===== config.mk =====
export PLATFORM = sky130hd
export DESIGN_NAME = dcrl_top
export DESIGN_NICKNAME = d
export VERILOG_FILES = /design/src/pkg/dcrl_pkg.sv /design/src/pkg/dcrl_ctx_if.sv /design/src/rtl/dcrl_cfg_set.sv /design/src/rtl/dcrl_work_set.sv /design/src/rtl/dcrl_top.sv
export SDC_FILE = /design/constraint.sdc
export NUM_CORES = 1
export LEC_CHECK = 0
export CORE_ASPECT_RATIO = 0.5
export CORE_MARGIN = 2
export CORE_UTILIZATION = 35
export CTS_CLUSTER_SIZE = 16
export DETAILED_ROUTE_END_ITERATION = 6
export DONT_BUFFER_PORTS = 1
export PLACE_DENSITY = 0.54
export SLEW_MARGIN = 20
export SYNTH_ARGS = -nofsm -noshare
export SYNTH_HDL_FRONTEND = slang
export SYNTH_SLANG_ARGS = --single-unit

===== constraint.sdc =====
create_clock -name sys_clk -period 4.7 [get_ports sys_clk]
set_input_delay 0.94 -clock sys_clk [delete_from_list [all_inputs] [get_ports sys_clk]]
set_output_delay 0.94 -clock sys_clk [all_outputs]
set_load 0.1 [all_outputs]

===== src/pkg/dcrl_pkg.sv =====
// constants and types of the channel context-reload block
package dcrl_pkg;

  // ----------------------------------------
  // widths
  // ----------------------------------------
  localparam int DCRL_DW = 16;
  localparam int DCRL_AW = 4;
  localparam int DCRL_CFG_WORDS = 3;

  // ----------------------------------------
  // register byte offsets
  // ----------------------------------------
  localparam logic [3:0] DCRL_OFS_CTRL = 4'h0;
  localparam logic [3:0] DCRL_OFS_CFG_SRC = 4'h2;
  localparam logic [3:0] DCRL_OFS_CFG_DST = 4'h4;
  localparam logic [3:0] DCRL_OFS_CFG_CNT = 4'h6;
  localparam logic [3:0] DCRL_OFS_WRK_SRC = 4'h8;
  localparam logic [3:0] DCRL_OFS_WRK_DST = 4'hA;
  localparam logic [3:0] DCRL_OFS_WRK_CNT = 4'hC;
  localparam logic [3:0] DCRL_OFS_STATUS = 4'hE;

  // ----------------------------------------
  // configuration word indices
  // ----------------------------------------
  localparam logic [1:0] DCRL_IDX_SRC = 2'h0;
  localparam logic [1:0] DCRL_IDX_DST = 2'h1;
  localparam logic [1:0] DCRL_IDX_CNT = 2'h2;
  localparam logic [1:0] DCRL_IDX_NONE = 2'h3;

  // ----------------------------------------
  // channel_control fields
  // ----------------------------------------
  localparam int DCRL_BIT_DONE = 11;
  localparam int DCRL_BIT_RSVD = 10;
  localparam int DCRL_BIT_NOWAIT = 9;
  localparam int DCRL_BIT_AUTO = 8;
  localparam int DCRL_BIT_EN = 7;
  localparam int DCRL_BIT_PRIO = 6;
  localparam logic [15:0] DCRL_CTRL_WMASK = 16'h0BC0;
  localparam logic [15:0] DCRL_CTRL_RST = 16'h0000;
  localparam logic [15:0] DCRL_WORD_RST = 16'h0000;

  // ----------------------------------------
  // reload sequencer states, gray along idle-run-end-wait
  // ----------------------------------------
  typedef enum logic [1:0] {
    DCRL_ST_IDLE = 2'h0,
    DCRL_ST_RUN = 2'h1,
    DCRL_ST_END = 2'h3,
    DCRL_ST_WAIT = 2'h2
  } dcrl_state_t;

endpackage


===== src/pkg/dcrl_ctx_if.sv =====
// context bundle between configuration set, working set and sequencer
`timescale 1ns/10ps
interface dcrl_ctx_if #(parameter int DW = 16);
  logic [DW-1:0] cfg_src;
  logic [DW-1:0] cfg_dst;
  logic [DW-1:0] cfg_cnt;
  logic load;
  logic step;
  logic [DW-1:0] wrk_src;
  logic [DW-1:0] wrk_dst;
  logic [DW-1:0] wrk_cnt;
  logic last;

  // configuration set drives the programmed context
  modport cfg_side (output cfg_src, output cfg_dst, output cfg_cnt);
  // working set copies on load and advances on step
  modport wrk_side (input cfg_src, input cfg_dst, input cfg_cnt,
                    input load, input step,
                    output wrk_src, output wrk_dst, output wrk_cnt,
                    output last);
  // sequencer watches both sets and commands the copy
  modport ctl_side (input cfg_src, input cfg_dst, input cfg_cnt,
                    output load, output step,
                    input wrk_src, input wrk_dst, input wrk_cnt,
                    input last);
endinterface


===== src/rtl/dcrl_cfg_set.sv =====
// programmable configuration (shadow) register set of one channel
`timescale 1ns/10ps
module dcrl_cfg_set
  import dcrl_pkg::*;
#(
  parameter int DW = DCRL_DW
) (
  // clock and reset
  input wire logic clk,
  input wire logic rst_b,
  // register writes
  input wire logic cfg_wr,
  input wire logic [1:0] cfg_sel,
  input wire logic [DW-1:0] cfg_wdata,
  // context out
  dcrl_ctx_if.cfg_side ctx
);

  logic [DW-1:0] cfg_word [DCRL_CFG_WORDS];

  // ----------------------------------------
  // one word per configuration field
  // ----------------------------------------
  genvar gi;
  generate
    for (gi = 0; gi < DCRL_CFG_WORDS; gi++) begin : g_word
      // writes land here only, never in the working set
      always_ff @(posedge clk or negedge rst_b) begin
        if (!rst_b) begin
          cfg_word[gi] <= DW'(DCRL_WORD_RST);
        end else if (cfg_wr && (cfg_sel == 2'(gi))) begin
          cfg_word[gi] <= cfg_wdata;
        end
      end
    end
  endgenerate

  // fields out to the copy path
  assign ctx.cfg_src = cfg_word[DCRL_IDX_SRC];
  assign ctx.cfg_dst = cfg_word[DCRL_IDX_DST];
  assign ctx.cfg_cnt = cfg_word[DCRL_IDX_CNT];

endmodule


===== src/rtl/dcrl_work_set.sv =====
// working register set that governs the running block
`timescale 1ns/10ps
module dcrl_work_set
  import dcrl_pkg::*;
#(
  parameter int DW = DCRL_DW
) (
  // clock and reset
  input wire logic clk,
  input wire logic rst_b,
  // context in and out
  dcrl_ctx_if.wrk_side ctx
);

  logic [DW-1:0] src;
  logic [DW-1:0] dst;
  logic [DW-1:0] cnt;
  logic [DW-1:0] next_src;
  logic [DW-1:0] next_dst;
  logic [DW-1:0] next_cnt;

  // ----------------------------------------
  // copy on load, advance one element on step
  // ----------------------------------------
  assign next_src = ctx.load ? ctx.cfg_src :
                    ctx.step ? src + DW'(1) : src;
  assign next_dst = ctx.load ? ctx.cfg_dst :
                    ctx.step ? dst + DW'(1) : dst;
  assign next_cnt = ctx.load ? ctx.cfg_cnt :
                    ctx.step ? cnt - DW'(1) : cnt;

  // working registers
  always_ff @(posedge clk or negedge rst_b) begin
    if (!rst_b) begin
      src <= DW'(DCRL_WORD_RST);
      dst <= DW'(DCRL_WORD_RST);
      cnt <= DW'(DCRL_WORD_RST);
    end else begin
      src <= next_src;
      dst <= next_dst;
      cnt <= next_cnt;
    end
  end

  // a count of zero or one ends the block on this element
  assign ctx.last = (cnt <= DW'(1));
  assign ctx.wrk_src = src;
  assign ctx.wrk_dst = dst;
  assign ctx.wrk_cnt = cnt;

endmodule


===== src/rtl/dcrl_top.sv =====
// channel context-reload controller: registers, sequencer, two sets
//
// Contract
// - keep separate configuration and working register sets
// - configuration writes never touch the running working set
// - at block end with auto reload, copy and restart
// - hardware clears config_done_flag after each reload copy
// - config_done_flag is control bit 11
// - without nowait, reload waits for flag; else immediate
// - auto reload on restarts; off stops at block end
//
// Strobed register access and the register addresses were chosen for this implementation.
`timescale 1ns/10ps
module dcrl_top
  import dcrl_pkg::*;
#(
  parameter int DW = DCRL_DW,
  parameter int AW = DCRL_AW
) (
  // clock and reset
  input wire logic sys_clk,
  input wire logic rst_b,
  // register port
  input wire logic [AW-1:0] reg_addr,
  input wire logic [DW-1:0] reg_wdata,
  input wire logic reg_wr,
  input wire logic reg_rd,
  output logic [DW-1:0] reg_rdata,
  // transfer side
  output logic xfer_step,
  output logic [DW-1:0] xfer_src,
  output logic [DW-1:0] xfer_dst,
  output logic chan_busy,
  output logic block_done,
  output logic reload_done
);

  // ----------------------------------------
  // decode helpers
  // ----------------------------------------

  // maps an address onto a configuration word index
  function automatic logic [1:0] cfg_index(input logic [AW-1:0] a);
    logic [1:0] idx;
    idx = DCRL_IDX_NONE;
    if (a == AW'(DCRL_OFS_CFG_SRC)) begin
      idx = DCRL_IDX_SRC;
    end else if (a == AW'(DCRL_OFS_CFG_DST)) begin
      idx = DCRL_IDX_DST;
    end else if (a == AW'(DCRL_OFS_CFG_CNT)) begin
      idx = DCRL_IDX_CNT;
    end
    return idx;
  endfunction

  // ----------------------------------------
  // reset release
  // ----------------------------------------
  logic rst_meta_b;
  logic rst_sync_b;

  // asynchronous assert, two-flop release
  always_ff @(posedge sys_clk or negedge rst_b) begin
    if (!rst_b) begin
      rst_meta_b <= 1'b0;
      rst_sync_b <= 1'b0;
    end else begin
      rst_meta_b <= 1'b1;
      rst_sync_b <= rst_meta_b;
    end
  end

  // ----------------------------------------
  // the two register sets
  // ----------------------------------------
  dcrl_ctx_if #(.DW(DW)) ctx ();

  logic cfg_wr;
  logic [1:0] cfg_sel;
  logic [1:0] rd_sel;

  // configuration writes go to the shadow set only
  assign cfg_sel = cfg_index(reg_addr);
  assign cfg_wr = reg_wr && (cfg_sel != DCRL_IDX_NONE);

  // shadow set, programmable while a block runs
  dcrl_cfg_set #(.DW(DW)) u_cfg (
    .clk(sys_clk),
    .rst_b(rst_sync_b),
    .cfg_wr(cfg_wr),
    .cfg_sel(cfg_sel),
    .cfg_wdata(reg_wdata),
    .ctx(ctx.cfg_side)
  );

  // working set, changed only by the sequencer
  dcrl_work_set #(.DW(DW)) u_wrk (
    .clk(sys_clk),
    .rst_b(rst_sync_b),
    .ctx(ctx.wrk_side)
  );

  // ----------------------------------------
  // channel_control register
  // ----------------------------------------
  logic [DW-1:0] ctrl;
  logic [DW-1:0] next_ctrl;
  logic [DW-1:0] ctrl_base;
  logic [DW-1:0] hw_clr_mask;
  logic ctrl_wr;
  logic clr_flag;
  logic clr_en;
  logic ctl_en;
  logic ctl_auto;
  logic ctl_nowait;
  logic ctl_flag;

  // writable bits only; reserved bit 10 and the rest hold zero
  assign ctrl_wr = reg_wr && (reg_addr == AW'(DCRL_OFS_CTRL));
  assign ctrl_base = ctrl_wr ? (reg_wdata & DW'(DCRL_CTRL_WMASK)) : ctrl;

  // hardware clears applied after the host value, so they win
  assign hw_clr_mask = (DW'(clr_flag) << DCRL_BIT_DONE) |
                       (DW'(clr_en) << DCRL_BIT_EN);
  assign next_ctrl = ctrl_base & ~hw_clr_mask;

  // control register state
  always_ff @(posedge sys_clk or negedge rst_sync_b) begin
    if (!rst_sync_b) begin
      ctrl <= DW'(DCRL_CTRL_RST);
    end else begin
      ctrl <= next_ctrl;
    end
  end

  // field taps
  assign ctl_flag = ctrl[DCRL_BIT_DONE];
  assign ctl_nowait = ctrl[DCRL_BIT_NOWAIT];
  assign ctl_auto = ctrl[DCRL_BIT_AUTO];
  assign ctl_en = ctrl[DCRL_BIT_EN];

  // ----------------------------------------
  // reload sequencer
  // ----------------------------------------
  dcrl_state_t state;
  dcrl_state_t next_state;
  logic load;
  logic step;
  logic may_reload;

  // nowait reloads at once, otherwise the flag must be set
  assign may_reload = ctl_nowait || ctl_flag;

  // next state and copy commands
  always_comb begin
    next_state = state;
    load = 1'b0;
    step = 1'b0;
    clr_flag = 1'b0;
    clr_en = 1'b0;
    case (state)
      DCRL_ST_IDLE: begin
        // first block takes the programmed context
        if (ctl_en) begin
          load = 1'b1;
          next_state = DCRL_ST_RUN;
        end
      end
      DCRL_ST_RUN: begin
        // one element per cycle until the last one
        if (!ctl_en) begin
          next_state = DCRL_ST_IDLE;
        end else begin
          step = 1'b1;
          if (ctx.last) begin
            next_state = DCRL_ST_END;
          end
        end
      end
      DCRL_ST_END: begin
        // block finished: stop, reload or wait for the host
        if (!ctl_en) begin
          next_state = DCRL_ST_IDLE;
        end else if (!ctl_auto) begin
          clr_en = 1'b1;
          next_state = DCRL_ST_IDLE;
        end else if (may_reload) begin
          load = 1'b1;
          clr_flag = 1'b1;
          next_state = DCRL_ST_RUN;
        end else begin
          next_state = DCRL_ST_WAIT;
        end
      end
      DCRL_ST_WAIT: begin
        // held until the host marks programming complete
        if (!ctl_en) begin
          next_state = DCRL_ST_IDLE;
        end else if (!ctl_auto) begin
          clr_en = 1'b1;
          next_state = DCRL_ST_IDLE;
        end else if (may_reload) begin
          load = 1'b1;
          clr_flag = 1'b1;
          next_state = DCRL_ST_RUN;
        end
      end
      default: begin
        next_state = DCRL_ST_IDLE;
      end
    endcase
  end

  // sequencer state
  always_ff @(posedge sys_clk or negedge rst_sync_b) begin
    if (!rst_sync_b) begin
      state <= DCRL_ST_IDLE;
    end else begin
      state <= next_state;
    end
  end

  // commands to the working set
  assign ctx.load = load;
  assign ctx.step = step;

  // ----------------------------------------
  // event pulses
  // ----------------------------------------
  logic next_block_done;
  logic next_reload_done;

  // block end seen and reload copy taken
  assign next_block_done = step && ctx.last;
  assign next_reload_done = load && clr_flag;

  // one-cycle pulses, a cycle after their cause
  always_ff @(posedge sys_clk or negedge rst_sync_b) begin
    if (!rst_sync_b) begin
      block_done <= 1'b0;
      reload_done <= 1'b0;
    end else begin
      block_done <= next_block_done;
      reload_done <= next_reload_done;
    end
  end

  // transfer side outputs
  assign xfer_step = step;
  assign xfer_src = ctx.wrk_src;
  assign xfer_dst = ctx.wrk_dst;
  assign chan_busy = (state != DCRL_ST_IDLE);

  // ----------------------------------------
  // register read path
  // ----------------------------------------
  logic [DW-1:0] status_word;
  logic [DW-1:0] cfg_rd_word;
  logic [DW-1:0] rd_value;
  logic [DW-1:0] next_rdata;

  // status: state code, busy, waiting for the host
  assign status_word = {{(DW-4){1'b0}},
                        (state == DCRL_ST_WAIT),
                        chan_busy,
                        state};

  // shadow readback
  assign rd_sel = cfg_index(reg_addr);
  assign cfg_rd_word = (rd_sel == DCRL_IDX_SRC) ? ctx.cfg_src :
                       (rd_sel == DCRL_IDX_DST) ? ctx.cfg_dst :
                       (rd_sel == DCRL_IDX_CNT) ? ctx.cfg_cnt : '0;

  // address select, unmapped reads as zero
  assign rd_value =
    (reg_addr == AW'(DCRL_OFS_CTRL)) ? ctrl :
    (reg_addr == AW'(DCRL_OFS_WRK_SRC)) ? ctx.wrk_src :
    (reg_addr == AW'(DCRL_OFS_WRK_DST)) ? ctx.wrk_dst :
    (reg_addr == AW'(DCRL_OFS_WRK_CNT)) ? ctx.wrk_cnt :
    (reg_addr == AW'(DCRL_OFS_STATUS)) ? status_word :
    cfg_rd_word;

  // data stand only in the cycle after the read strobe
  assign next_rdata = reg_rd ? rd_value : '0;

  // read data register
  always_ff @(posedge sys_clk or negedge rst_sync_b) begin
    if (!rst_sync_b) begin
      reg_rdata <= '0;
    end else begin
      reg_rdata <= next_rdata;
    end
  end

endmodule


# Word level (Yosys, flattened, before mapping)
# Cells that the tools add are included.
# totals
register_bits	134
latchBits	0
mem_bits_rw	0
mem_bits_ro	0
input_bits	24
output_inout_bits	52
word_cells	90
mem_count	0
# op_classes
add_sub_neg	3
n_mul	0
n_div	0
order_cmp	1
eq_ne	16
shift	0
mux	39
bitwise	3
reduce_logical	15
# ops
operator	n
16-bit two-way mux	16
16-bit by 1-bit adder with 16-bit output, second input constant	2
2-bit two-way mux	11
16-bit bitwise AND	1
4-bit == test, second input constant	4
16-bit by 1-bit less-or-equal comparator with 1-bit output, second input constant	1
12-bit inverter with 16-bit output	1
16-bit by 1-bit subtractor with 16-bit output, second input constant	1
12-bit by 8-bit bitwise OR with 12-bit output	1
1-bit two-way mux	10
4-bit by 3-bit == test with 1-bit output, second input constant	2
2-bit case mux with 4 select lines	1
1-bit logical AND	7
2-bit == test, second input constant	3
2-bit by 1-bit == test with 1-bit output, second input constant	2
4-bit by 2-bit == test with 1-bit output, second input constant	1
2-bit logical NOT	2
4-bit logical NOT	1
2-bit != test, second input constant	2
4-bit != test, second input constant	1
2-bit nonzero test	2
3-bit != test, second input constant	1
3-bit AND reduction	1
1-bit case mux with 2 select lines	1
other kinds (2)	2

# Depth between registers and ports, before layout
# logic_depth
word_depth	14
mapped_depth	7
depth_no_buf	6

# By module
# From an unflattened synthesis, not the netlist that was laid out.
# hier_totals
cells_unflattened	655
hier_area_um2	6496.2
# by_module_without_submodules
mod	n_inst	cells_per_inst	area_per_inst_um2	seq_area_each_um2
dcrl_work_set	1	291	2635.0	1201.2
dcrl_top	1	262	2045.7	675.6
dcrl_cfg_set	1	102	1815.5	1201.2

# Worst setup path after synthesis
# No wires, ideal clock.
# synth_timing
path_type	register to output
from	register state[1]
to	output xfer_step
arrival_ns	1.436
t_required_ns	3.760
setup_slack_ns	2.324
path_stages_with_launch	5
path_buffers	2
cell_sequence	dfrtp_1 -> nand3b_1 -> inv_1 -> buf_2 -> buf_2
# synth_via
elab_chain_len	2
# synth_rtl
item	line	source
start: declaration	dcrl_top.sv:145	dcrl_state_t state;
start signal: assignment	dcrl_top.sv:219	state <= next_state;
2-bit by 1-bit == test with 1-bit output	dcrl_top.sv:161	case (state)
1-bit two-way mux	dcrl_top.sv:161	
end: declaration	dcrl_top.sv:30	output logic xfer_step,
# Every way passes these cells.

# Worst setup path in the final report
# layout_timing
from	register u_wrk.src[0], in the netlist u_wrk.ctx.wrk_src[0]
to	register u_wrk.src[15], in the netlist u_wrk.ctx.wrk_src[15]
# layout_via
elab_chain_len	3
# layout_rtl
item	line	source
start: declaration	dcrl_work_set.sv:15	logic [DW-1:0] src;
start signal: assignment	dcrl_work_set.sv:35	src <= DW'(DCRL_WORD_RST);
start signal: assignment	dcrl_work_set.sv:39	src <= next_src;
16-bit by 1-bit adder with 16-bit output	dcrl_work_set.sv:26	ctx.step ? src + DW'(1) : src;
16-bit two-way mux	dcrl_work_set.sv:26	
16-bit two-way mux	dcrl_work_set.sv:25	assign next_src = ctx.load ? ctx.cfg_src :
# Every way passes these cells. The select of a mux whose other input is x is not followed.
# A chain may end at the register's enable or synchronous reset.

==> impl_metrics.csv <==
group,metric,value,unit
status,status,"completed",
placed_design,hpwl,16100,um
floorplan,row_count,35,
worst_setup_path,criticalPathCategory,"register to register",
cells_and_area,nets,698,
cells_and_area,final_area,7590,um2
yosys,synth_area_leaders,"dfrtp_1 46%, mux2_2 8.6%, o21ai_0 3.5%, nand2_1 2.8%, nor2_1 2.7%",
grt,grt_max_degree,53,
sta,slew_violations,0,
drt,drc_errors,0,
cells_and_area,insertedDiodeCount,0,
floorplan,core_area,18600,um2
floorplan,ioPinCount,76,
power,leakage,3.17,nW
floorplan,die_x,200,um
yosys,ys_ff_latch,123,
worst_setup_path,path_buf_inv,0,
cts,cts_resized,0,
min_path,hold_path_class,"input pin to asynchronous set/reset pin",
drt,drt_wl_total,23500,um
cells_and_area,areaGrowthSynthToFinish,13.2,%
sta,tightest_slew,1.19,ns
yosys,avgSynthCellArea,9.84,um2
cells_and_area,final_common_cell,"dfrtp_1",
worst_setup_path,endpoint_kind,"register",
drt,avgRoutedWirePerCell,25.0,um
cts,htree_levels,4,
cts,cts_buffers,17,
yosys,async_flop_share,100,%
sta,grt_setup_unrepaired,"no",
sta,hold_viol,0,
yosys,ys_types,67,
cells_and_area,drive_gt1_share,17.7,%
grt,grt_pass1_wl,36400,um
sta,setup_violations,0,
drt,drtPass1Iterations,6,
grt,grt_overflow,0,
worst_setup_path,worst_ep_required_time,5.01,ns
yosys,synth_area_leader_cell,"dfrtp_1",
sta,fmax,349,MHz
sta,fin_skew,0.0145,ns
yosys,syn-cell-area,6710,um2
cts,root_buffer,"clkbuf_16",
worst_setup_path,cp_cell_sequence,"and4_1 > nor4bb_1 > o21ai_0 > a21o_1",
grt,grt.total_usage,24.1,%
cts,hold_buffers,0,
sta,finalCritPeriodShare,61.0,%
floorplan,die_y,102,um
worst_setup_path,startpoint_type,"register",
sta,period_needed,2.87,ns
yosys,yosysTopAreaCellShare,45.9,%
placed_design,post_dp_cell_area,6940,um2
yosys,syn-num-nets,710,
worst_setup_path,cp_slowest_cell,"dfrtp_1",
worst_setup_path,worstReg2RegStart,"u_wrk.ctx.wrk_src[0]",
placed_design,io_buffers,0,
cts,numClockSinks,123,
yosys,synth_edf_count,0,
sta,tns,0,ns
worst_setup_path,critPathTopFamily,"simple AND/OR/NAND/NOR gates",
cts,worstSkewPairLatency,0.42,ns
worst_setup_path,worstPathArrival,3.18,ns
worst_setup_path,crit_fanout,8,
floorplan,die_area,20400,um2
drt,drt_iter0_markers,683,
drt,ant_nets,0,
worst_setup_path,crit_start,"u_wrk.ctx.wrk_src[0]",
placed_design,gp_congestion,0.895,
yosys,ys.flop_type,"dfrtp_1",
cts,cts_max_path_buffers,2,
power,power_density,720,nW/um2
cts,tritoncts,"done",
grt,antenna_found_initial,0,
cts,clk_pin_slew,0.07,ns
cts,post_cts_buffers,0,
cells_and_area,final_cell_mix,"122 x dfrtp_1, 51 x mux2_2, 50 x nand2_1",
floorplan,initial_core_util,36.1,%
power,vdd.ir_drop.worst,0.000281,V
drt,vias,5818,
yosys,synth_cells,682,
yosys,ys_seq_area_share,45.9,%
drt,vias_per_cell,6.18,
worst_setup_path,crit_path_max_incr_delay,1.08,ns
yosys,ys_warn_count,0,
sta,slew_headroom,20.4,%
run,drv_cap,0,
grt,grt_pass1_vias,5661,
cell usage after synthesis, types with 2 or more instances:
library cell / n
a21o_1: 15
and3_1: 5
ha_1: 4
inv_1: 23
o221a_2: 2
dfrtp_1: 123
mux2i_1: 5
clkbuf_2: 3
a21boi_0: 2
o211a_1: 2
nand2_1: 50
nand2b_1: 13
nor2_1: 48
or2_2: 2
nor3_1: 10
a31oi_1: 8
nor2b_1: 7
or4_1: 6
xnor2_1: 4
nand3b_1: 4
o22ai_1: 6
a211oi_1: 6
mux2_2: 51
a22o_1: 4
nor4_1: 10
nand3_1: 16
o211ai_1: 16
o21ai_0: 47
buf_1: 2
a22oi_1: 11
a221oi_1: 8
o21ai_1: 2
clkbuf_1: 16
and4_1: 5
o221ai_1: 9
a221o_1: 10
o221a_1: 6
o311ai_0: 6
buf_6: 3
a21oi_1: 35
or3_1: 7
buf_2: 28
nand4_1: 18
where the power goes:
part | internal [mW] | leakage, nW | total, mW | switching, mW
Clock | 0.949 | 0.308 | 1.48 | 0.531
Sequential | 1.35 | 1.55 | 2.45 | 1.11
Combinational | 0.477 | 1.31 | 1.54 | 1.06
Total | 2.77 | 3.17 | 5.47 | 2.70
layout make-up:
cell class	instances	area, um2
clock buffer	19	433
clock inverter	13	218
fill	1808	11000
inverter	24	90.1
multi-input combinational	483	3290
sequential	123	3080
tap	259	324
timing repair buffer	21	158
cell families (layout without fill, tap and decap cells):
| group | after synthesis | count (layout) | share of synthesized area (%) |
|---|---|---|---|
| xor gates and xnor gates | 4 | 4 | 0.522 |
| muxes | 56 | 56 | 9.30 |
| other | 1 | 1 | 0.0559 |
| DFF | 123 | 123 | 45.9 |
| buffers and inverters | 76 | 77 | 5.16 |
| and+or+nand+nor | 214 | 214 | 17.2 |
| adders and majority gates | 4 | 4 | 0.746 |
| AOI/OAI and AO/OA | 204 | 204 | 21.2 |
worst register-to-register path: cells and delay by family (launching register included):
| family | cells | cell delay, ns |
|---|---|---|
| compound gates | 2 | 0.37 |
| flops | 1 | 1.08 |
| simple gates | 2 | 1.32 |
layer usage:
metal	track usage (%)	up-vias	part of all wire [%]
li1	-	2539	-
met1	35.6	2966	46
met2	34.2	286	42
met3	7.33	27	11
met4	6.38	0	1.4
met5	0	-	0
stage by stage:
stage | power [mW] | std cells | utilization [%] | hold slack, ns | worst slack [ns]
4_1_cts | 5.46 | 942 | 40.8 | 0.195 | 1.90
5_1_grt | 5.71 | 942 | 40.8 | 0.192 | 1.76
2_1_floorplan | 3.48 | 682 | - | 0.331 | 1.02
6_report | 5.47 | 942 | 40.8 | 0.205 | 1.83
3_3_place_gp | 3.96 | 910 | 37.3 | 0.334 | 1.92
3_5_place_dp | 3.97 | 910 | 37.3 | 0.338 | 1.91
registers in the layout, indices dropped and copies added, names as in the netlist:
| name | flops |
|---|---|
| block_done | 1 |
| ctrl | 5 |
| reg_rdata | 16 |
| reload_done | 1 |
| rst_meta_b | 1 |
| rst_sync_b | 1 |
| state | 2 |
| u_cfg.ctx.cfg_cnt | 16 |
| u_cfg.ctx.cfg_dst | 16 |
| u_cfg.ctx.cfg_src | 16 |
| u_wrk.ctx.wrk_cnt | 16 |
| u_wrk.ctx.wrk_dst | 16 |
| u_wrk.ctx.wrk_src | 16 |
worst paths after layout:
| kind | end | slack [ns] | depth (start not counted) |
|---|---|---|---|
| max in group asynchronous | u_cfg.ctx.cfg_src[14] | 3.33 | 1 |
| min in group sys_clk | rst_sync_b | 0.35 | 0 |
| min | rst_sync_b | 0.20 | 0 |
| max reg2reg | u_wrk.ctx.wrk_src[15] | 1.83 | 4 |
| max | u_wrk.ctx.wrk_src[15] | 1.83 | 4 |
| min reg2reg | u_cfg.ctx.cfg_dst[2] | 0.35 | 0 |
No activity file was read; power rests on OpenSTA's default activity.
